## src/rtl/serial_rx_pkg.sv

```systemverilog
package serial_rx_pkg;
  // ----------------------------------------------------------------
  // Register offsets
  // ----------------------------------------------------------------
  localparam logic [7:0] OFS_RX_STATUS_CTRL = 8'h18;
  localparam logic [7:0] OFS_RX_DATA = 8'h1c;
  localparam logic [7:0] OFS_IRQ_STATUS = 8'h20;
  localparam logic [7:0] OFS_IRQ_MASK = 8'h24;
  localparam logic [7:0] OFS_BAUD_DIV = 8'h28;

  // ----------------------------------------------------------------
  // Field positions of receive_status_control
  // ----------------------------------------------------------------
  localparam int BIT_PORT_EN = 7;
  localparam int BIT_NINE_SEL = 6;
  localparam int BIT_SINGLE_RX = 5;
  localparam int BIT_CONT_RX = 4;
  localparam int BIT_ADDR_DET = 3;
  localparam int BIT_FRAME_ERR = 2;
  localparam int BIT_OVR_ERR = 1;
  localparam int BIT_NINTH = 0;

  // Interrupt status bits
  localparam int IRQ_RXDONE = 0;
  localparam int IRQ_OVERRUN = 1;
  localparam int IRQ_FRAMING = 2;
  localparam int IRQ_W = 3;

  // ----------------------------------------------------------------
  // Reset values and timing
  // ----------------------------------------------------------------
  localparam logic [4:0] RST_CTRL = 5'h00;
  localparam logic [2:0] RST_IMASK = 3'h0;
  localparam int CLK_HZ = 25000000;
  localparam int BAUD_DEFAULT = 9600;
  localparam int OVERSAMPLE = 16;
  localparam logic [15:0] RST_DIV = 16'(CLK_HZ / (BAUD_DEFAULT * OVERSAMPLE) - 1);
  localparam logic [3:0] MID_TICK = 4'h8;
  localparam logic [3:0] START_PHASE = 4'h2;

  typedef enum logic [1:0] {
    ST_IDLE = 2'b00,
    ST_START = 2'b01,
    ST_DATA = 2'b10,
    ST_STOP = 2'b11
  } rx_state_t;
endpackage

```

## src/rtl/rx_tick_gen.sv

```systemverilog
`timescale 1ns/100ps
module rx_tick_gen
  import serial_rx_pkg::*;
#(
  parameter int DIV_W = 16
)
(
  input wire logic pclk,
  input wire logic presetn,
  input wire logic [DIV_W-1:0] divisor,
  input wire logic restart,
  output logic tick
);
  initial
  begin
    if (DIV_W < 2 || DIV_W > 16)
      $error("rx_tick_gen: DIV_W out of range");
  end

  logic [DIV_W-1:0] cnt_r;
  logic [DIV_W-1:0] cnt_nxt;

  // --------------------------------------------------------------
  // Oversampling tick divider
  // --------------------------------------------------------------
  // Restart realigns the phase when the divisor changes
  always_comb
  begin
    tick = (cnt_r >= divisor);
    if (restart || tick)
      cnt_nxt = '0;
    else
      cnt_nxt = cnt_r + 1'b1;
  end

  always_ff @(posedge pclk or negedge presetn)
  begin
    if (!presetn)
      cnt_r <= '0;
    else
      cnt_r <= cnt_nxt;
  end
endmodule

```

## src/rtl/rx_majority_vote.sv

```systemverilog
`timescale 1ns/100ps
module rx_majority_vote
  import serial_rx_pkg::*;
(
  input wire logic pclk,
  input wire logic presetn,
  input wire logic tick,
  input wire logic rx_in,
  output logic voted
);
  logic [2:0] hist_r;
  logic [2:0] hist_nxt;

  // --------------------------------------------------------------
  // Three-sample history and vote
  // --------------------------------------------------------------
  // Idle line is high, so history resets to ones
  always_comb
  begin
    hist_nxt = tick ? {hist_r[1:0], rx_in} : hist_r;
  end

  always_ff @(posedge pclk or negedge presetn)
  begin
    if (!presetn)
      hist_r <= 3'h7;
    else
      hist_r <= hist_nxt;
  end

  // Two of three decides the level
  assign voted = (hist_r[0] & hist_r[1]) | (hist_r[1] & hist_r[2]) | (hist_r[0] & hist_r[2]);

  a_vote_majority: assert property (@(posedge pclk) disable iff (!presetn)
    (tick && hist_r[1:0] == 2'b11) |=> voted)
    else $error("two high samples did not vote high");
endmodule

```

## src/rtl/serial_receive_control.sv

```systemverilog
`timescale 1ns/100ps
// Summary of operation
// Asynchronous reception runs word after word while continuous receive is set; the receiver stays idle while overrun is set.
// With address detect in nine-bit mode, only ninth-bit-one words load and interrupt; a ninth-bit-zero word with buffer full still sets overrun.
// Without address detect every word loads; ninth bit is plain data.
// Address filtering applies only to asynchronous nine-bit reception.
// Software enables the serial port and pin directions before pins work.
// Each received bit is a majority vote of three pin samples.
// Overrun sets when a word completes with buffer full; clears while continuous receive is cleared.
module serial_receive_control
  import serial_rx_pkg::*;
#(
  parameter int ADDR_W = 12
)
(
  input wire logic pclk,
  input wire logic presetn,
  input wire logic psel,
  input wire logic penable,
  input wire logic pwrite,
  input wire logic [ADDR_W-1:0] paddr,
  input wire logic [31:0] pwdata,
  output logic [31:0] prdata,
  output logic pready,
  output logic pslverr,
  input wire logic rx_pin,
  output logic irq
);
  initial
  begin
    if (ADDR_W < 8)
      $error("serial_receive_control: ADDR_W below 8");
  end

  // ----------------------------------------------------------------
  // Declarations
  // ----------------------------------------------------------------
  logic [4:0] ctrl_r, ctrl_nxt;
  logic frame_err_r, frame_err_nxt;
  logic ovr_err_r, ovr_err_nxt;
  logic ninth_r, ninth_nxt;
  logic [7:0] rbuf_r, rbuf_nxt;
  logic full_r, full_nxt;
  logic [IRQ_W-1:0] ist_r, ist_nxt;
  logic [IRQ_W-1:0] imask_r, imask_nxt;
  logic [15:0] div_r, div_nxt;
  logic [31:0] prdata_r, prdata_nxt;
  logic snap_full_r, snap_full_nxt;
  rx_state_t state_r, state_nxt;
  logic [3:0] cnt_r, cnt_nxt;
  logic [3:0] bitn_r, bitn_nxt;
  logic [8:0] sh_r, sh_nxt;
  logic port_en, nine_sel, cont_en, addr_det, run;
  logic tick, voted, rx_line, mid;
  logic setup, wr_done, rd_done, mapped;
  logic word_done, stop_bad, accept;
  logic [7:0] word_data;
  logic word_bit8;
  logic [3:0] last_bit;

  assign port_en = ctrl_r[BIT_PORT_EN-3];
  assign nine_sel = ctrl_r[BIT_NINE_SEL-3];
  assign cont_en = ctrl_r[BIT_CONT_RX-3];
  assign addr_det = ctrl_r[BIT_ADDR_DET-3];
  // Receiver runs only with port and continuous receive enabled
  assign run = port_en && cont_en;
  // Pin is ignored (idle high) while the port is off
  assign rx_line = port_en ? rx_pin : 1'b1;

  // ----------------------------------------------------------------
  // Sampling
  // ----------------------------------------------------------------
  rx_tick_gen #(.DIV_W(16)) u_tick (
    .pclk(pclk),
    .presetn(presetn),
    .divisor(div_r),
    .restart(wr_done && mapped && paddr[7:0] == OFS_BAUD_DIV),
    .tick(tick)
  );

  rx_majority_vote u_vote (
    .pclk(pclk),
    .presetn(presetn),
    .tick(tick),
    .rx_in(rx_line),
    .voted(voted)
  );

  // ----------------------------------------------------------------
  // Receive state machine
  // ----------------------------------------------------------------
  assign mid = tick && cnt_r == MID_TICK;
  assign last_bit = nine_sel ? 4'h8 : 4'h7;
  assign word_done = state_r == ST_STOP && mid && run;
  assign stop_bad = !voted;
  // Eight-bit words are taken from the top of the shifter
  assign word_data = nine_sel ? sh_r[7:0] : sh_r[8:1];
  assign word_bit8 = nine_sel ? sh_r[8] : 1'b0;
  // Filter only in nine-bit asynchronous mode with address detect
  assign accept = !(nine_sel && addr_det && !word_bit8);

  // Next state of the receiver; overrun halts it until re-enabled
  always_comb
  begin
    state_nxt = state_r;
    cnt_nxt = tick ? cnt_r + 4'h1 : cnt_r;
    bitn_nxt = bitn_r;
    sh_nxt = sh_r;
    if (!run || ovr_err_r)
    begin
      state_nxt = ST_IDLE;
    end
    else
    begin
      unique case (state_r)
        ST_IDLE:
        begin
          if (tick && !voted)
          begin
            state_nxt = ST_START;
            cnt_nxt = START_PHASE;
          end
        end
        ST_START:
        begin
          if (mid)
          begin
            state_nxt = voted ? ST_IDLE : ST_DATA;
            bitn_nxt = 4'h0;
          end
        end
        ST_DATA:
        begin
          if (mid)
          begin
            sh_nxt = {voted, sh_r[8:1]};
            bitn_nxt = bitn_r + 4'h1;
            if (bitn_r == last_bit)
              state_nxt = ST_STOP;
          end
        end
        ST_STOP:
        begin
          // Back to idle, ready for the next word at once
          if (mid)
            state_nxt = ST_IDLE;
        end
      endcase
    end
  end

  always_ff @(posedge pclk or negedge presetn)
  begin
    if (!presetn)
    begin
      state_r <= ST_IDLE;
      cnt_r <= 4'h0;
      bitn_r <= 4'h0;
      sh_r <= 9'h000;
    end
    else
    begin
      state_r <= state_nxt;
      cnt_r <= cnt_nxt;
      bitn_r <= bitn_nxt;
      sh_r <= sh_nxt;
    end
  end

  // ----------------------------------------------------------------
  // APB slave
  // ----------------------------------------------------------------
  assign setup = psel && !penable;
  assign wr_done = psel && penable && pwrite;
  assign rd_done = psel && penable && !pwrite;
  assign pready = 1'b1;
  assign prdata = prdata_r;
  assign mapped = paddr[1:0] == 2'b00 && (paddr[ADDR_W-1:0] >> 2) <= (ADDR_W'(OFS_BAUD_DIV) >> 2)
                  && paddr[7:0] >= OFS_RX_STATUS_CTRL && paddr[ADDR_W-1:8] == '0;
  assign pslverr = psel && penable && !mapped;

  // Read data snapshot taken in the setup cycle
  always_comb
  begin
    prdata_nxt = prdata_r;
    snap_full_nxt = snap_full_r;
    if (setup && !pwrite)
    begin
      prdata_nxt = 32'h0000_0000;
      snap_full_nxt = 1'b0;
      if (mapped)
      begin
        unique case (paddr[7:0])
          OFS_RX_STATUS_CTRL: prdata_nxt[7:0] = {ctrl_r, frame_err_r, ovr_err_r, ninth_r};
          OFS_RX_DATA:
          begin
            prdata_nxt[8:0] = {ninth_r, rbuf_r};
            snap_full_nxt = full_r;
          end
          OFS_IRQ_STATUS: prdata_nxt[IRQ_W-1:0] = ist_r;
          OFS_IRQ_MASK: prdata_nxt[IRQ_W-1:0] = imask_r;
          OFS_BAUD_DIV: prdata_nxt[15:0] = div_r;
          default: prdata_nxt = 32'h0000_0000;
        endcase
      end
    end
  end

  // ----------------------------------------------------------------
  // Registers, buffer, flags and interrupts
  // ----------------------------------------------------------------
  // Hardware set wins over any same-cycle clear
  always_comb
  begin
    ctrl_nxt = ctrl_r;
    imask_nxt = imask_r;
    div_nxt = div_r;
    rbuf_nxt = rbuf_r;
    ninth_nxt = ninth_r;
    frame_err_nxt = frame_err_r;
    full_nxt = full_r;
    ovr_err_nxt = ovr_err_r;
    ist_nxt = ist_r;
    // Unmapped writes are ignored
    if (wr_done && mapped)
    begin
      unique case (paddr[7:0])
        OFS_RX_STATUS_CTRL: ctrl_nxt = pwdata[7:3];
        OFS_IRQ_MASK: imask_nxt = pwdata[IRQ_W-1:0];
        OFS_BAUD_DIV: div_nxt = pwdata[15:0];
        default: ctrl_nxt = ctrl_r;
      endcase
    end
    // Reading the buffer frees it; only if it was full when sampled
    if (rd_done && mapped && paddr[7:0] == OFS_RX_DATA && snap_full_r)
    begin
      full_nxt = 1'b0;
      frame_err_nxt = 1'b0;
    end
    // Read of interrupt status clears only the bits it returned
    if (rd_done && mapped && paddr[7:0] == OFS_IRQ_STATUS)
      ist_nxt = ist_r & ~prdata_r[IRQ_W-1:0];
    // Clearing continuous receive clears overrun
    if (!cont_en)
      ovr_err_nxt = 1'b0;
    if (word_done)
    begin
      if (full_r)
      begin
        ovr_err_nxt = 1'b1;
        ist_nxt[IRQ_OVERRUN] = 1'b1;
      end
      else if (accept)
      begin
        // Load word, ninth bit and framing status together
        rbuf_nxt = word_data;
        ninth_nxt = word_bit8;
        frame_err_nxt = stop_bad;
        full_nxt = 1'b1;
        ist_nxt[IRQ_RXDONE] = 1'b1;
        if (stop_bad)
          ist_nxt[IRQ_FRAMING] = 1'b1;
      end
    end
  end

  always_ff @(posedge pclk or negedge presetn)
  begin
    if (!presetn)
    begin
      ctrl_r <= RST_CTRL;
      imask_r <= RST_IMASK;
      div_r <= RST_DIV;
      rbuf_r <= 8'h00;
      ninth_r <= 1'b0;
      frame_err_r <= 1'b0;
      full_r <= 1'b0;
      ovr_err_r <= 1'b0;
      ist_r <= '0;
      prdata_r <= 32'h0000_0000;
      snap_full_r <= 1'b0;
    end
    else
    begin
      ctrl_r <= ctrl_nxt;
      imask_r <= imask_nxt;
      div_r <= div_nxt;
      rbuf_r <= rbuf_nxt;
      ninth_r <= ninth_nxt;
      frame_err_r <= frame_err_nxt;
      full_r <= full_nxt;
      ovr_err_r <= ovr_err_nxt;
      ist_r <= ist_nxt;
      prdata_r <= prdata_nxt;
      snap_full_r <= snap_full_nxt;
    end
  end

  // Level interrupt from unmasked sticky bits
  assign irq = |(ist_r & imask_r);

  // ----------------------------------------------------------------
  // Assertions
  // ----------------------------------------------------------------
  a_disabled_goes_idle: assert property (@(posedge pclk) disable iff (!presetn)
    !cont_en |=> state_r == ST_IDLE)
    else $error("receiver active with continuous receive off");
  a_port_off_idle: assert property (@(posedge pclk) disable iff (!presetn)
    (!port_en)[*2] |-> state_r == ST_IDLE)
    else $error("receiver active with serial port off");
  a_addr_filter_drop: assert property (@(posedge pclk) disable iff (!presetn)
    (word_done && nine_sel && addr_det && !sh_r[8] && !full_r) |=> !full_r && !ist_r[IRQ_RXDONE]
      || $past(ist_r[IRQ_RXDONE]))
    else $error("data word loaded with address detect on");
  a_load_all_words: assert property (@(posedge pclk) disable iff (!presetn)
    (word_done && !addr_det && !full_r) |=> full_r && ninth_r == $past(word_bit8))
    else $error("word not loaded with address detect off");
  a_eight_bit_nofilter: assert property (@(posedge pclk) disable iff (!presetn)
    (word_done && !nine_sel && !full_r) |=> full_r && rbuf_r == $past(sh_r[8:1]))
    else $error("eight-bit word filtered or misaligned");
  a_overrun_set: assert property (@(posedge pclk) disable iff (!presetn)
    (word_done && full_r) |=> ovr_err_r)
    else $error("overrun not flagged");
  a_overrun_hold: assert property (@(posedge pclk) disable iff (!presetn)
    (ovr_err_r && cont_en) |=> ovr_err_r)
    else $error("overrun cleared without continuous receive off");
  a_overrun_clear: assert property (@(posedge pclk) disable iff (!presetn)
    (!cont_en ##1 !cont_en) |-> !ovr_err_r)
    else $error("overrun stuck with continuous receive off");
  a_word_back_idle: assert property (@(posedge pclk) disable iff (!presetn)
    word_done |=> state_r == ST_IDLE ##1 state_r != ST_STOP)
    else $error("receiver not ready for next word");

  c_word_loaded: cover property (@(posedge pclk) disable iff (!presetn)
    word_done && !full_r && accept);
  c_overrun: cover property (@(posedge pclk) disable iff (!presetn)
    word_done && full_r);
  c_addr_dropped: cover property (@(posedge pclk) disable iff (!presetn)
    word_done && !accept);
  c_framing: cover property (@(posedge pclk) disable iff (!presetn)
    word_done && stop_bad && accept);
endmodule

```

## config.mk

```make
export PLATFORM = sky130hd
export DESIGN_NAME = serial_receive_control
export DESIGN_NICKNAME = d
export VERILOG_FILES = /design/src/rtl/serial_rx_pkg.sv /design/src/rtl/rx_tick_gen.sv /design/src/rtl/rx_majority_vote.sv /design/src/rtl/serial_receive_control.sv
export SDC_FILE = /design/constraint.sdc
export NUM_CORES = 1
export LEC_CHECK = 0
export ABC_CLOCK_PERIOD_IN_PS = 4500
export BUFFER_PORTS_ARGS = -buffer_cell sky130_fd_sc_hd__buf_2
export CAP_MARGIN = 20
export CORE_MARGIN = 1
export CORE_UTILIZATION = 58
export DETAILED_ROUTE_END_ITERATION = 8
export PLACE_DENSITY = 0.89
export SKIP_LAST_GASP = 1
export SLEW_MARGIN = 20
export SYNTH_ARGS = -nofsm -noshare
export SYNTH_HDL_FRONTEND = slang
export SYNTH_SLANG_ARGS = --single-unit
```

## constraint.sdc

```tcl
create_clock -name pclk -period 4.5 [get_ports pclk]
set_input_delay 0.675 -clock pclk [delete_from_list [all_inputs] [get_ports pclk]]
set_output_delay 0.675 -clock pclk [all_outputs]
set_load 0.03 [all_outputs]
```

### Word level (Yosys, flattened, before mapping)

Index checks and enable logic that the tools add are counted.
W data, S select, Z words.

| cells by class | value |
|---|---|
| eq/ne operators | 17 |
| $lt $le $gt $ge | 3 |
| add/sub/neg operators | 3 |
| reduce and logical (&&, ||, !) cells | 42 |
| bitwise logic cells | 11 |
| muxes and demuxes | 46 |

Operator list:

| cell | count |
|---|---|
| $mux W16 | 2 |
| $mux W4 | 7 |
| $eq A8 B6 Y1 const B | 3 |
| $logic_and A1 B1 Y1 | 22 |
| $mux W1 | 21 |
| $add A16 B1 Y16 const B | 1 |
| $eq A8 B5 Y1 const B | 2 |
| $ge A16 B16 Y1 | 1 |
| $pmux W3 S5 | 1 |
| $pmux W5 S3 | 1 |
| $mux W2 | 7 |
| $ne A3 B3 Y1 const B | 4 |
| $le A10 B4 Y1 const B | 1 |
| $add A4 B1 Y4 const B | 2 |
| $ge A8 B5 Y1 const B | 1 |
| $mux W8 | 1 |
| $pmux W2 S4 | 1 |
| $pmux W4 S2 | 1 |
| $mux W7 | 1 |
| $and A3 B3 Y3 | 2 |
| $logic_not A1 Y1 | 6 |
| $mux W3 | 2 |
| $reduce_and A2 Y1 | 3 |
| $reduce_and A3 Y1 | 2 |
| other kinds (18) | 27 |

| storage, ports and cells | value |
|---|---|
| bits of input ports | 50 |
| logic and storage cells | 139 |
| bits in registers | 110 |

### Logic depth before layout (Yosys ltp)

Gate-level depths: netlist (run 1).

| depth | value |
|---|---|
| depth in word-level cells | 11 |
| gate-level depth with buffers | 10 |
| mapped depth without buffers | 8 |

### Cells and area by module

From an unflattened synthesis (run 1), not the netlist that was laid out.

| unflattened totals | value |
|---|---|
| cells, all modules | 463 |
| area total of the unflattened synthesis | 5052.3 um^2 |

By module, submodules not included:

| module | seq. area each (um^2) | area an instance (um^2) | instances | cells each |
|---|---|---|---|---|
| serial_receive_control | 1880.6 | 3758.6 | 1 | 328 |
| rx_tick_gen | 400.4 | 1169.9 | 1 | 128 |
| rx_majority_vote | 78.8 | 123.9 | 1 | 7 |

### Worst setup path after synthesis (run 1)

Ideal clock, no wire load.

| timing path | value |
|---|---|
| path kind | input -> output |
| start point | in paddr[3] |
| end point | out pslverr |
| arrival time | 1.825 ns |
| stages | 5 |
| data required time | 3.825 ns |
| path slack | 2.000 ns |
| path through | buf_2 and3b_1 o211a_1 buf_4 nor2_1 |

| between the ends | value |
|---|---|
| word-level cells in the longest chain between the ends | 6 |

RTL lines:

| element | RTL line | source |
|---|---|---|
| from (decl) | serial_receive_control.sv:21 | `input wire logic [ADDR_W-1:0] paddr,` |
| $le A10 B4 Y1 | serial_receive_control.sv:178 | `assign mapped = paddr[1:0] == 2'b00 && (paddr[ADDR_W-1:0] >> 2) <= (ADDR_W'(OFS_BAUD_DIV) >> 2)` |
| $logic_and A1 B1 Y1 | serial_receive_control.sv:178 |  |
| $logic_and A1 B1 Y1 (*) (2 in a row) | serial_receive_control.sv:179 | `&& paddr[7:0] >= OFS_RX_STATUS_CTRL && paddr[ADDR_W-1:8] == '0;` |
| $logic_not A1 Y1 (*) | serial_receive_control.sv:180 | `assign pslverr = psel && penable && !mapped;` |
| $logic_and A1 B1 Y1 (*) | serial_receive_control.sv:180 |  |
| to (decl) | serial_receive_control.sv:25 | `output logic pslverr,` |

Every way passes the cells marked *; elsewhere a longest branch is shown, timed or not.

### Worst setup path after layout (run 1)

| timing path | value |
|---|---|
| start point | reg u_tick.cnt_r[9] |
| end point | reg rbuf_r[0] |

| between the ends | value |
|---|---|
| word-level cells in the longest chain between the ends | 5 |

RTL lines:

| element | RTL line | source |
|---|---|---|
| from (decl) | rx_tick_gen.sv:20 | `logic [DIV_W-1:0] cnt_r;` |
| from (signal assigned) | rx_tick_gen.sv:41 | `cnt_r <= cnt_nxt;` |
| $ge A16 B16 Y1 | rx_tick_gen.sv:29 | `tick = (cnt_r >= divisor);` |
| $logic_and A1 B1 Y1 | serial_receive_control.sv:92 | `assign mid = tick && cnt_r == MID_TICK;` |
| $logic_and A1 B1 Y1 (2 in a row) | serial_receive_control.sv:94 | `assign word_done = state_r == ST_STOP && mid && run;` |
| $reduce_and A3 Y1 (no source line) | n/a |  |
| to (signal assigned) | serial_receive_control.sv:288 | `rbuf_r <= rbuf_nxt;` |
| to (decl) | serial_receive_control.sv:42 | `logic [7:0] rbuf_r, rbuf_nxt;` |

No other way between the ends.
A chain may end at the register's enable or synchronous reset.

==> run_results.csv, run 1 <==
group,metric,value,unit
worst_setup_path,arrival,3.32,ns
final_layout,drive_above_1_share,0.261,
yosys,synth_cell_types,58,
global_routing,antenna_found_initial,0,
timing,finalWorstSetupSlack,1.45,ns
floorplanning,fp.dieArea,9150,sq um
detailed_routing,first_pass_iters,7,
place,place.gp.congestion,0.852,
global_routing,grt_pass1_vias,3616,
clock_network,clock-sinks,94,
global_routing,grt_use_met3,0.0478,
final_layout,final_common_cell,"dfrtp_1",
global_routing,grt_use_total,0.250,
yosys,synth.avg_cell_area,11.0,sq um
place,detailed_place_hpwl,7630,um
timing,skew,0.00835,ns
worst_setup_path,critical_path.top_delay_family,"simple AND/OR/NAND/NOR gates",
timing,min_period,3.05,ns
yosys,yosysTopAreaCell,"dfrtp_1",
worst_setup_path,reg2reg_to,"rbuf_r[0]",
clock_network,h-tree-depth,3,
yosys,yosys_warnings,0,
yosys,yosysSeqAreaShare,0.464,
power_and_ir_drop,intPower,1210,uW
worst_setup_path,r2r_setup_slack,1.45,ns
timing,fmaxAchievable,327,MHz
worst_setup_path,cp_slowest_stage_delay,0.51,ns
power_and_ir_drop,p_sw,382,uW
final_layout,fill_cells,602,
power_and_ir_drop,comb_power_share,0.060,
yosys,synth_area_leaders,"dfrtp_1, mux2_2, ha_1",
detailed_routing,drtIter0Drc,193,
floorplanning,ioPinCount,85,
clock_network,cts_root_buf,"clkbuf_8",
floorplanning,die-width,95.7,um
worst_setup_path,rr_worst_depth,7,
worst_hold_path,min_path_type,"in2async",
worst_setup_path,path_class,"reg2reg",
yosys,synth_edf_count,0,
timing,tightestPinTransition,0.617,ns
yosys,synth_seq_cells,94,
place,dp_slack,1.49,ns
worst_setup_path,critPathLaunchType,"register",
detailed_routing,viasPerCell,6.00,
final_layout,diodes,0,
place,io_buffers,51,
floorplanning,initial_utilization,0.610,
final_layout,layout_common_cells,"dfrtp_1, buf_2, nand2_1",
final_layout,nets,584,
worst_setup_path,r2r_start,"u_tick.cnt_r[9]",
power_and_ir_drop,ir_drop,0.176,mV
timing,drv_slew,0,
worst_setup_path,cp-end-kind,"register",
global_routing,grt_max_degree,53,
worst_setup_path,crit_required,4.76,ns
clock_network,path_clk_slew,0.09,ns
clock_network,cts_resized,0,
worst_setup_path,critical_path.cell_chain,"ha_1, a21oi_1, o21ai_0, a221oi_1, nand3_2, nand4_2, mux2_2",
global_routing,grtUsageMet2,0.420,
timing,finalCritPeriodShare,0.679,
clock_network,cts_tree,"built",
global_routing,grt_use_met1,0.311,
timing,slew_headroom,0.589,
global_routing,grt_pass1_wl,17200,um
global_routing,grt_overflow,0,
timing,setup_viol,0,
clock_network,clockBufferDepth,2,
floorplanning,core,8340,sq um
floorplanning,die-height,95.7,um
clock_network,numCtsBuffers,9,
timing,hold_viol,0,
timing,rsz0062_at_grt,"no",
worst_setup_path,path_buf_inv,0,
final_layout,area_delta_synth_final,9.44,%
worst_setup_path,slowest_stage,"a221oi_1",
yosys,syn-cell-area,5090,sq um
yosys,synth_top_area_frac,0.433,
global_routing,grt-busiest-layer,"met2",
floorplanning,rows,33,
flow_run,maxCapViolCount,0,
power_and_ir_drop,swShare,0.239,
timing,tns,0,ns
yosys,synthCells,462,
run_status,status,"finished, final reports clean",
power_and_ir_drop,p_leak,0.00279,uW
clock_network,cts_hold_buf,0,
detailed_routing,drtAntennaViolNets,0,
detailed_routing,drc,0,
detailed_routing,wl_per_cell,17.2,um
power_and_ir_drop,clkPwrFrac,0.400,
clock_network,clk_latency,0.37,ns
worst_setup_path,critPathMaxFanout,24,
detailed_routing,vias,3712,
power_and_ir_drop,seqPwrFrac,0.540,
clock_network,cts_setup_buffers,0,
yosys,synth-async-reset-ratio,1.00,
yosys,ys.flop_type,"dfrtp_1",
detailed_routing,drt-total-wl,10700,um
power_and_ir_drop,p_per_area,287,nW/um^2
==> final cells by class <==
cell class              instances  area (sq um)  share of cell area
well taps                     105           131              0.0236
clock inverters                 6          93.8              0.0168
clock buffers                  10           138              0.0247
flip-flops and latches         94          2360               0.424
repair buffers                 52           265              0.0476
inverters                      30           113              0.0202
multi-input cells             322          2470               0.443
==> metal layers <==
metal  up-vias  part of all wire
met5         -                 0
met4         0             0.035
met3        27             0.049
met2       135              0.49
met1      1849              0.42
li1       1701                 -
==> synthesized netlist by cell type, types with 3 or more instances <==
cell type  count
a21oi_1       11
a222oi_1       5
a22o_1        14
a22oi_1        5
a31oi_1        3
and2_1         4
and3_1         9
buf_2          4
buf_4         20
clkbuf_1       6
dfrtp_1       88
dfstp_2        6
ha_1          25
inv_1         30
mux2_1         5
mux2_2        38
mux2_4        10
mux2i_1        7
nand2_1       41
nand2b_1       6
nand3_1        9
nand4_1        4
nor2_1        30
nor2b_1        3
nor3_1         6
nor4b_1        3
o21ai_0       18
xnor2_1        7
xor2_1         7
==> metrics by stage <==
step	instance area [sq um]	total power, uW	util	hold slack (ns)	cells
6_report	5570	1600	0.668	0.285	619
5_1_grt	5570	1650	0.668	0.315	619
4_1_cts	5570	1610	0.668	0.305	619
3_5_place_dp	5340	975	0.640	0.473	603
3_3_place_gp	5340	970	0.640	0.462	603
2_1_floorplan	5150	942	-	0.379	477
==> worst max-delay path by stage <==
stage | start | cells past startpoint | to
after floorplan | paddr[3] | 5 | pslverr
after global placement | u_tick.cnt_r[9] | 7 | rbuf_r[1]
after detailed placement | div_r[11] | 8 | rbuf_r[1]
after CTS | div_r[9] | 8 | rbuf_r[1]
after global routing | div_r[9] | 8 | rbuf_r[5]
final | u_tick.cnt_r[9] | 7 | rbuf_r[0]
==> cell families (layout without fill, tap and decap cells) <==
logic type | after synthesis | in the layout | synth area share
fa+ha+maj | 26 | 26 | 0.0634
simple gates | 130 | 130 | 0.142
other cells | 2 | 17 | 0.00148
buf+inv | 61 | 98 | 0.0622
flops | 94 | 94 | 0.464
xor+xnor | 14 | 14 | 0.0241
mux | 60 | 60 | 0.138
compound gates | 75 | 75 | 0.105
==> sequential cells by signal, indices dropped and copies added, names as in the netlist, 2 cells and up <==
name / flops
imask_r: 3
div_r: 16
u_vote.hist_r: 3
rbuf_r: 8
bitn_r: 4
prdata: 16
sh_r: 9
ctrl_r: 5
ist_r: 3
state_r: 2
cnt_r: 4
u_tick.cnt_r: 16
==> power by group through the flow <==
stage	logic, uW	registers [uW]	clock network (uW)
after floorplan	64.3	877	0
after global placement	91.5	878	0
after detailed placement	95.6	879	0
after CTS	96.2	863	647
after global routing	104	864	680
final	95.1	862	639
No activity file was read; power rests on OpenSTA's default activity.
==> run 2: changes to the inputs <==
--- a/config.mk
+++ b/config.mk
@@ -5,13 +5,13 @@
 export SDC_FILE = /design/constraint.sdc
 export NUM_CORES = 1
 export LEC_CHECK = 0
-export ABC_CLOCK_PERIOD_IN_PS = 4500
+export ABC_CLOCK_PERIOD_IN_PS = 2800
 export BUFFER_PORTS_ARGS = -buffer_cell sky130_fd_sc_hd__buf_2
 export CAP_MARGIN = 20
 export CORE_MARGIN = 1
-export CORE_UTILIZATION = 58
+export CORE_UTILIZATION = 51
 export DETAILED_ROUTE_END_ITERATION = 8
-export PLACE_DENSITY = 0.89
+export PLACE_DENSITY = 0.83
 export SKIP_LAST_GASP = 1
 export SLEW_MARGIN = 20
 export SYNTH_ARGS = -nofsm -noshare
==> constraint.sdc (replaced) <==
create_clock -name pclk -period 2.8 [get_ports pclk]
set_input_delay 0.42 -clock pclk [delete_from_list [all_inputs] [get_ports pclk]]
set_output_delay 0.42 -clock pclk [all_outputs]
set_load 0.03 [all_outputs]
==> run_results.csv, run 2 (synthesis results as in run 1) <==
group,metric,value,unit
run_status,status,"finished, violations left",
run_status,violations,"hold timing",
floorplanning,rows,36,
clock_network,cts_hold_buf,0,
final_layout,diodes,0,
worst_setup_path,cp-end-kind,"register",
power_and_ir_drop,clkPwrFrac,0.370,
detailed_routing,vias,3658,
final_layout,layout_common_cells,"dfrtp_1, buf_2, nand2_1",
detailed_routing,viasPerCell,5.61,
worst_setup_path,critPathLaunchType,"register",
clock_network,cts_resized,0,
timing,slew_headroom,0.580,
final_layout,final_common_cell,"dfrtp_1",
clock_network,numCtsBuffers,9,
timing,hold_viol,1,
final_layout,nets,589,
detailed_routing,wl_per_cell,16.1,um
timing,fmaxAchievable,381,MHz
power_and_ir_drop,swShare,0.248,
flow_run,maxCapViolCount,0,
worst_setup_path,reg2reg_to,"bitn_r[1]",
global_routing,grt_pass1_vias,3451,
final_layout,seqCellArea,2360,sq um
worst_setup_path,cp_slowest_stage_delay,0.41,ns
timing,tns,0,ns
worst_setup_path,arrival,2.88,ns
power_and_ir_drop,p_leak,0.00280,uW
final_layout,multiInputGateArea,2480,sq um
worst_setup_path,slowest_stage,"dfrtp_1",
final_layout,fill_cells,771,
clock_network,cts_root_buf,"clkbuf_8",
power_and_ir_drop,p_per_area,435,nW/um^2
floorplanning,core,9730,sq um
timing,tightestPinTransition,0.630,ns
power_and_ir_drop,comb_power_share,0.063,
power_and_ir_drop,seqPwrFrac,0.567,
clock_network,clk_latency,0.37,ns
place,io_buffers,51,
place,detailed_place_hpwl,7700,um
global_routing,grt_use_total,0.211,
worst_setup_path,crit_path_start,"div_r[14]",
clock_network,clockBufferDepth,2,
global_routing,grt_pass1_wl,16800,um
detailed_routing,drt-total-wl,10500,um
place,placed_area,5420,sq um
worst_setup_path,r2r_start,"div_r[14]",
floorplanning,fp.dieArea,10400,sq um
worst_setup_path,path_buf_inv,2,
worst_setup_path,critPathMaxFanout,20,
global_routing,antenna_found_initial,0,
place,place.gp.congestion,0.821,
final_layout,fin_area,5630,sq um
worst_setup_path,critical_path.top_delay_family,"simple AND/OR/NAND/NOR gates",
timing,drv_slew,0,
timing,rsz0062_at_grt,"no",
power_and_ir_drop,intPower,1840,uW
floorplanning,die-width,102,um
detailed_routing,drc,0,
clock_network,cts_setup_buffers,0,
global_routing,grt_max_degree,57,
timing,hold_slack,-0.0000599,ns
clock_network,cts_tree,"built",
timing,finalCritPeriodShare,0.937,
final_layout,drive_above_1_share,0.268,
detailed_routing,drtAntennaViolNets,0,
power_and_ir_drop,ir_drop,0.204,mV
worst_setup_path,crit_required,3.06,ns
worst_setup_path,rr_worst_depth,9,
global_routing,grt_overflow,0,
power_and_ir_drop,p_sw,607,uW
floorplanning,ioPinCount,85,
timing,skew,0.0117,ns
detailed_routing,first_pass_iters,5,
detailed_routing,drtIter0Drc,210,
place,dp_slack,0.226,ns
floorplanning,initial_utilization,0.523,
timing,setup_viol,0,
final_layout,fin_util,0.578,
timing,finalWorstSetupSlack,0.178,ns
clock_network,path_clk_slew,0.10,ns
final_layout,area_delta_synth_final,10.5,%
power_and_ir_drop,fin_total_pwr,2450,uW
worst_hold_path,min_path_type,"in2async",
worst_setup_path,path_class,"reg2reg",
floorplanning,die-height,102,um
worst_setup_path,critical_path.cell_chain,"inv_1, ha_1, nand4_1, nor3_1, o2111ai_1, nand3_2, buf_4, mux2_2, a22o_1",
clock_network,clock-sinks,94,
timing,min_period,2.62,ns
worst_setup_path,r2r_setup_slack,0.18,ns
clock_network,h-tree-depth,3,
## run 2: per-stage QoR
step           instances  hold slack, ns
2_1_floorplan        477           0.124
3_3_place_gp         636           0.418
3_5_place_dp         636           0.419
4_1_cts              652          0.0196
5_1_grt              652          0.0360
6_report             652      -0.0000599
## run 2: how the worst max path moves through the flow
stage / depth (start not counted) / end / slack, ns
after floorplan: 9 / rbuf_r[3] / 0.55
after global placement: 10 / bitn_r[1] / 0.33
after detailed placement: 9 / bitn_r[0] / 0.23
after CTS: 9 / bitn_r[1] / 0.18
after global routing: 9 / bitn_r[1] / 0.04
final: 9 / bitn_r[1] / 0.18
## run 2: power groups by stage
stage / clock network, uW / registers, uW / logic (uW)
6_report: 906 / 1390 / 154
5_1_grt: 967 / 1390 / 170
4_1_cts: 919 / 1390 / 156
3_5_place_dp: 0 / 1410 / 155
3_3_place_gp: 0 / 1410 / 150
2_1_floorplan: 0 / 1410 / 103
## run 2: routing by layer
layer  part of all wire  track usage  vias up
li1                   -            -     1708
met3              0.047       0.0458       18
met5                  0            0        -
met1               0.45        0.277     1817
met4              0.023       0.0714        0
met2               0.48        0.347      115
## run 2: area by class of cell
type / count / area share
clock buffers: 10 / 0.0227
clock inverters: 6 / 0.0120
inverters: 30 / 0.0200
multi-input cells: 322 / 0.440
flip-flops and latches: 94 / 0.419
well taps: 133 / 0.0296
repair buffers: 57 / 0.0560
## run 2: worst register-to-register path, cell delays in order (launching register included)
cell	delay, ns
dfrtp_1	0.41
inv_1	0.06
ha_1	0.32
nand4_1	0.12
nor3_1	0.34
o2111ai_1	0.25
nand3_2	0.21
buf_4	0.26
mux2_2	0.36
a22o_1	0.18
==> run 3: changes to the inputs <==
--- a/config.mk
+++ b/config.mk
@@ -8,9 +8,11 @@
 export ABC_CLOCK_PERIOD_IN_PS = 2800
 export BUFFER_PORTS_ARGS = -buffer_cell sky130_fd_sc_hd__buf_2
 export CAP_MARGIN = 20
+export CORE_ASPECT_RATIO = 0.8
 export CORE_MARGIN = 1
 export CORE_UTILIZATION = 51
 export DETAILED_ROUTE_END_ITERATION = 8
+export GPL_ROUTABILITY_DRIVEN = 0
 export PLACE_DENSITY = 0.83
 export SKIP_LAST_GASP = 1
 export SLEW_MARGIN = 20
==> run_results.csv, run 3 (synthesis results as in run 1) <==
group,metric,value,unit
global_routing,grt_use_total,0.222,
worst_hold_path,min_path_type,"in2async",
clock_network,path_clk_slew,0.07,ns
final_layout,diodes,0,
timing,tns,0,ns
worst_setup_path,crit_required,3.02,ns
clock_network,clock-sinks,94,
worst_setup_path,arrival,2.83,ns
floorplanning,die-width,114,um
worst_setup_path,rr_worst_depth,8,
clock_network,clockBufferDepth,2,
timing,finalWorstSetupSlack,0.194,ns
final_layout,multiInputGateArea,2480,sq um
clock_network,clk_latency,0.34,ns
power_and_ir_drop,p_per_area,512,nW/um^2
final_layout,nets,588,
floorplanning,initial_utilization,0.527,
final_layout,fill_cells,735,
detailed_routing,viasPerCell,5.66,
power_and_ir_drop,fin_total_pwr,2960,uW
run_status,status,"finished, final reports clean",
timing,hold_viol,0,
clock_network,cts_root_buf,"clkbuf_16",
clock_network,h-tree-depth,3,
power_and_ir_drop,ir_drop,0.285,mV
detailed_routing,drtIter0Drc,286,
timing,min_period,2.61,ns
global_routing,grt_overflow,0,
detailed_routing,wl_per_cell,16.6,um
worst_setup_path,crit_path_start,"u_tick.cnt_r[9]",
detailed_routing,drtAntennaViolNets,0,
place,dp_slack,0.202,ns
clock_network,cts_tree,"built",
timing,slew_headroom,0.598,
clock_network,cts_hold_buf,0,
global_routing,grt_pass1_wl,17800,um
worst_setup_path,r2r_start,"u_tick.cnt_r[9]",
timing,fmaxAchievable,384,MHz
worst_setup_path,critPathMaxFanout,20,
detailed_routing,vias,3702,
floorplanning,core,9650,sq um
global_routing,grt_pass1_vias,3603,
timing,skew,0.0131,ns
worst_setup_path,reg2reg_to,"bitn_r[1]",
worst_setup_path,r2r_setup_slack,0.19,ns
power_and_ir_drop,p_leak,0.00285,uW
detailed_routing,drc,0,
worst_setup_path,critPathLaunchType,"register",
floorplanning,die-height,91.4,um
worst_setup_path,crit_path_end,"bitn_r[1]",
worst_setup_path,path_class,"reg2reg",
clock_network,cts_resized,0,
global_routing,grt_max_degree,50,
floorplanning,rows,32,
floorplanning,fp.dieArea,10400,sq um
clock_network,cts_setup_buffers,0,
final_layout,layout_common_cells,"dfrtp_1, buf_2, nand2_1",
flow_run,maxCapViolCount,0,
final_layout,final_common_cell,"dfrtp_1",
global_routing,antenna_found_initial,0,
timing,hold_slack,0.0752,ns
timing,finalCritPeriodShare,0.931,
place,detailed_place_hpwl,7820,um
clock_network,numCtsBuffers,9,
floorplanning,ioPinCount,85,
final_layout,area_delta_synth_final,13.4,%
place,io_buffers,51,
worst_setup_path,cp-end-kind,"register",
timing,tightestPinTransition,0.603,ns
final_layout,seqCellArea,2360,sq um
final_layout,drive_above_1_share,0.264,
detailed_routing,drt-total-wl,10900,um
timing,setup_viol,0,
timing,drv_slew,0,
detailed_routing,first_pass_iters,5,
## run 3: layout make-up
cell class                      instances  share of cell area
Multi-Input combinational cell        322               0.429
Sequential cell                        94               0.409
Timing Repair Buffer                   56              0.0533
Clock buffer                           10              0.0397
Tap cell                              136              0.0295
Clock inverter                          6              0.0202
Inverter                               30              0.0195
## run 3: where the power goes
group,internal [uW],switching [uW]
combinational,49.0,106
clock,883,529
sequential,1370,16.3
## run 3: through the flow
step,cells,instance area [sq um],util
3_3_place_gp,638,5420,0.562
3_5_place_dp,638,5420,0.562
6_report,654,5770,0.598
5_1_grt,654,5770,0.598
2_1_floorplan,477,5150,-
4_1_cts,654,5770,0.598
## run 3: worst max-delay path, stage by stage (launching register included)
cell and delay (ns):
dfrtp_1 0.43, ha_1 0.32, a21oi_1 0.14, o21ai_0 0.09, a221oi_1 0.51, nand3_2 0.25, buf_4 0.28, mux2_2 0.28
a22o_1 0.18
## run 3: worst min path at each step
stage / startpoint / end / slack (ns) / cells after the start
6_report: presetn / prdata[14] / 0.08 / 1
2_1_floorplan: presetn / bitn_r[0] / 0.12 / 0
3_3_place_gp: presetn / prdata[14] / 0.45 / 1
3_5_place_dp: presetn / prdata[14] / 0.46 / 1
5_1_grt: presetn / prdata[14] / 0.12 / 1
4_1_cts: presetn / prdata[14] / 0.09 / 1
## run 3: layer usage
layer / share of wire / global-route usage
met4: 0.012 / 0.0592
met5: 0 / 0
met2: 0.47 / 0.353
met3: 0.062 / 0.0587
met1: 0.45 / 0.300
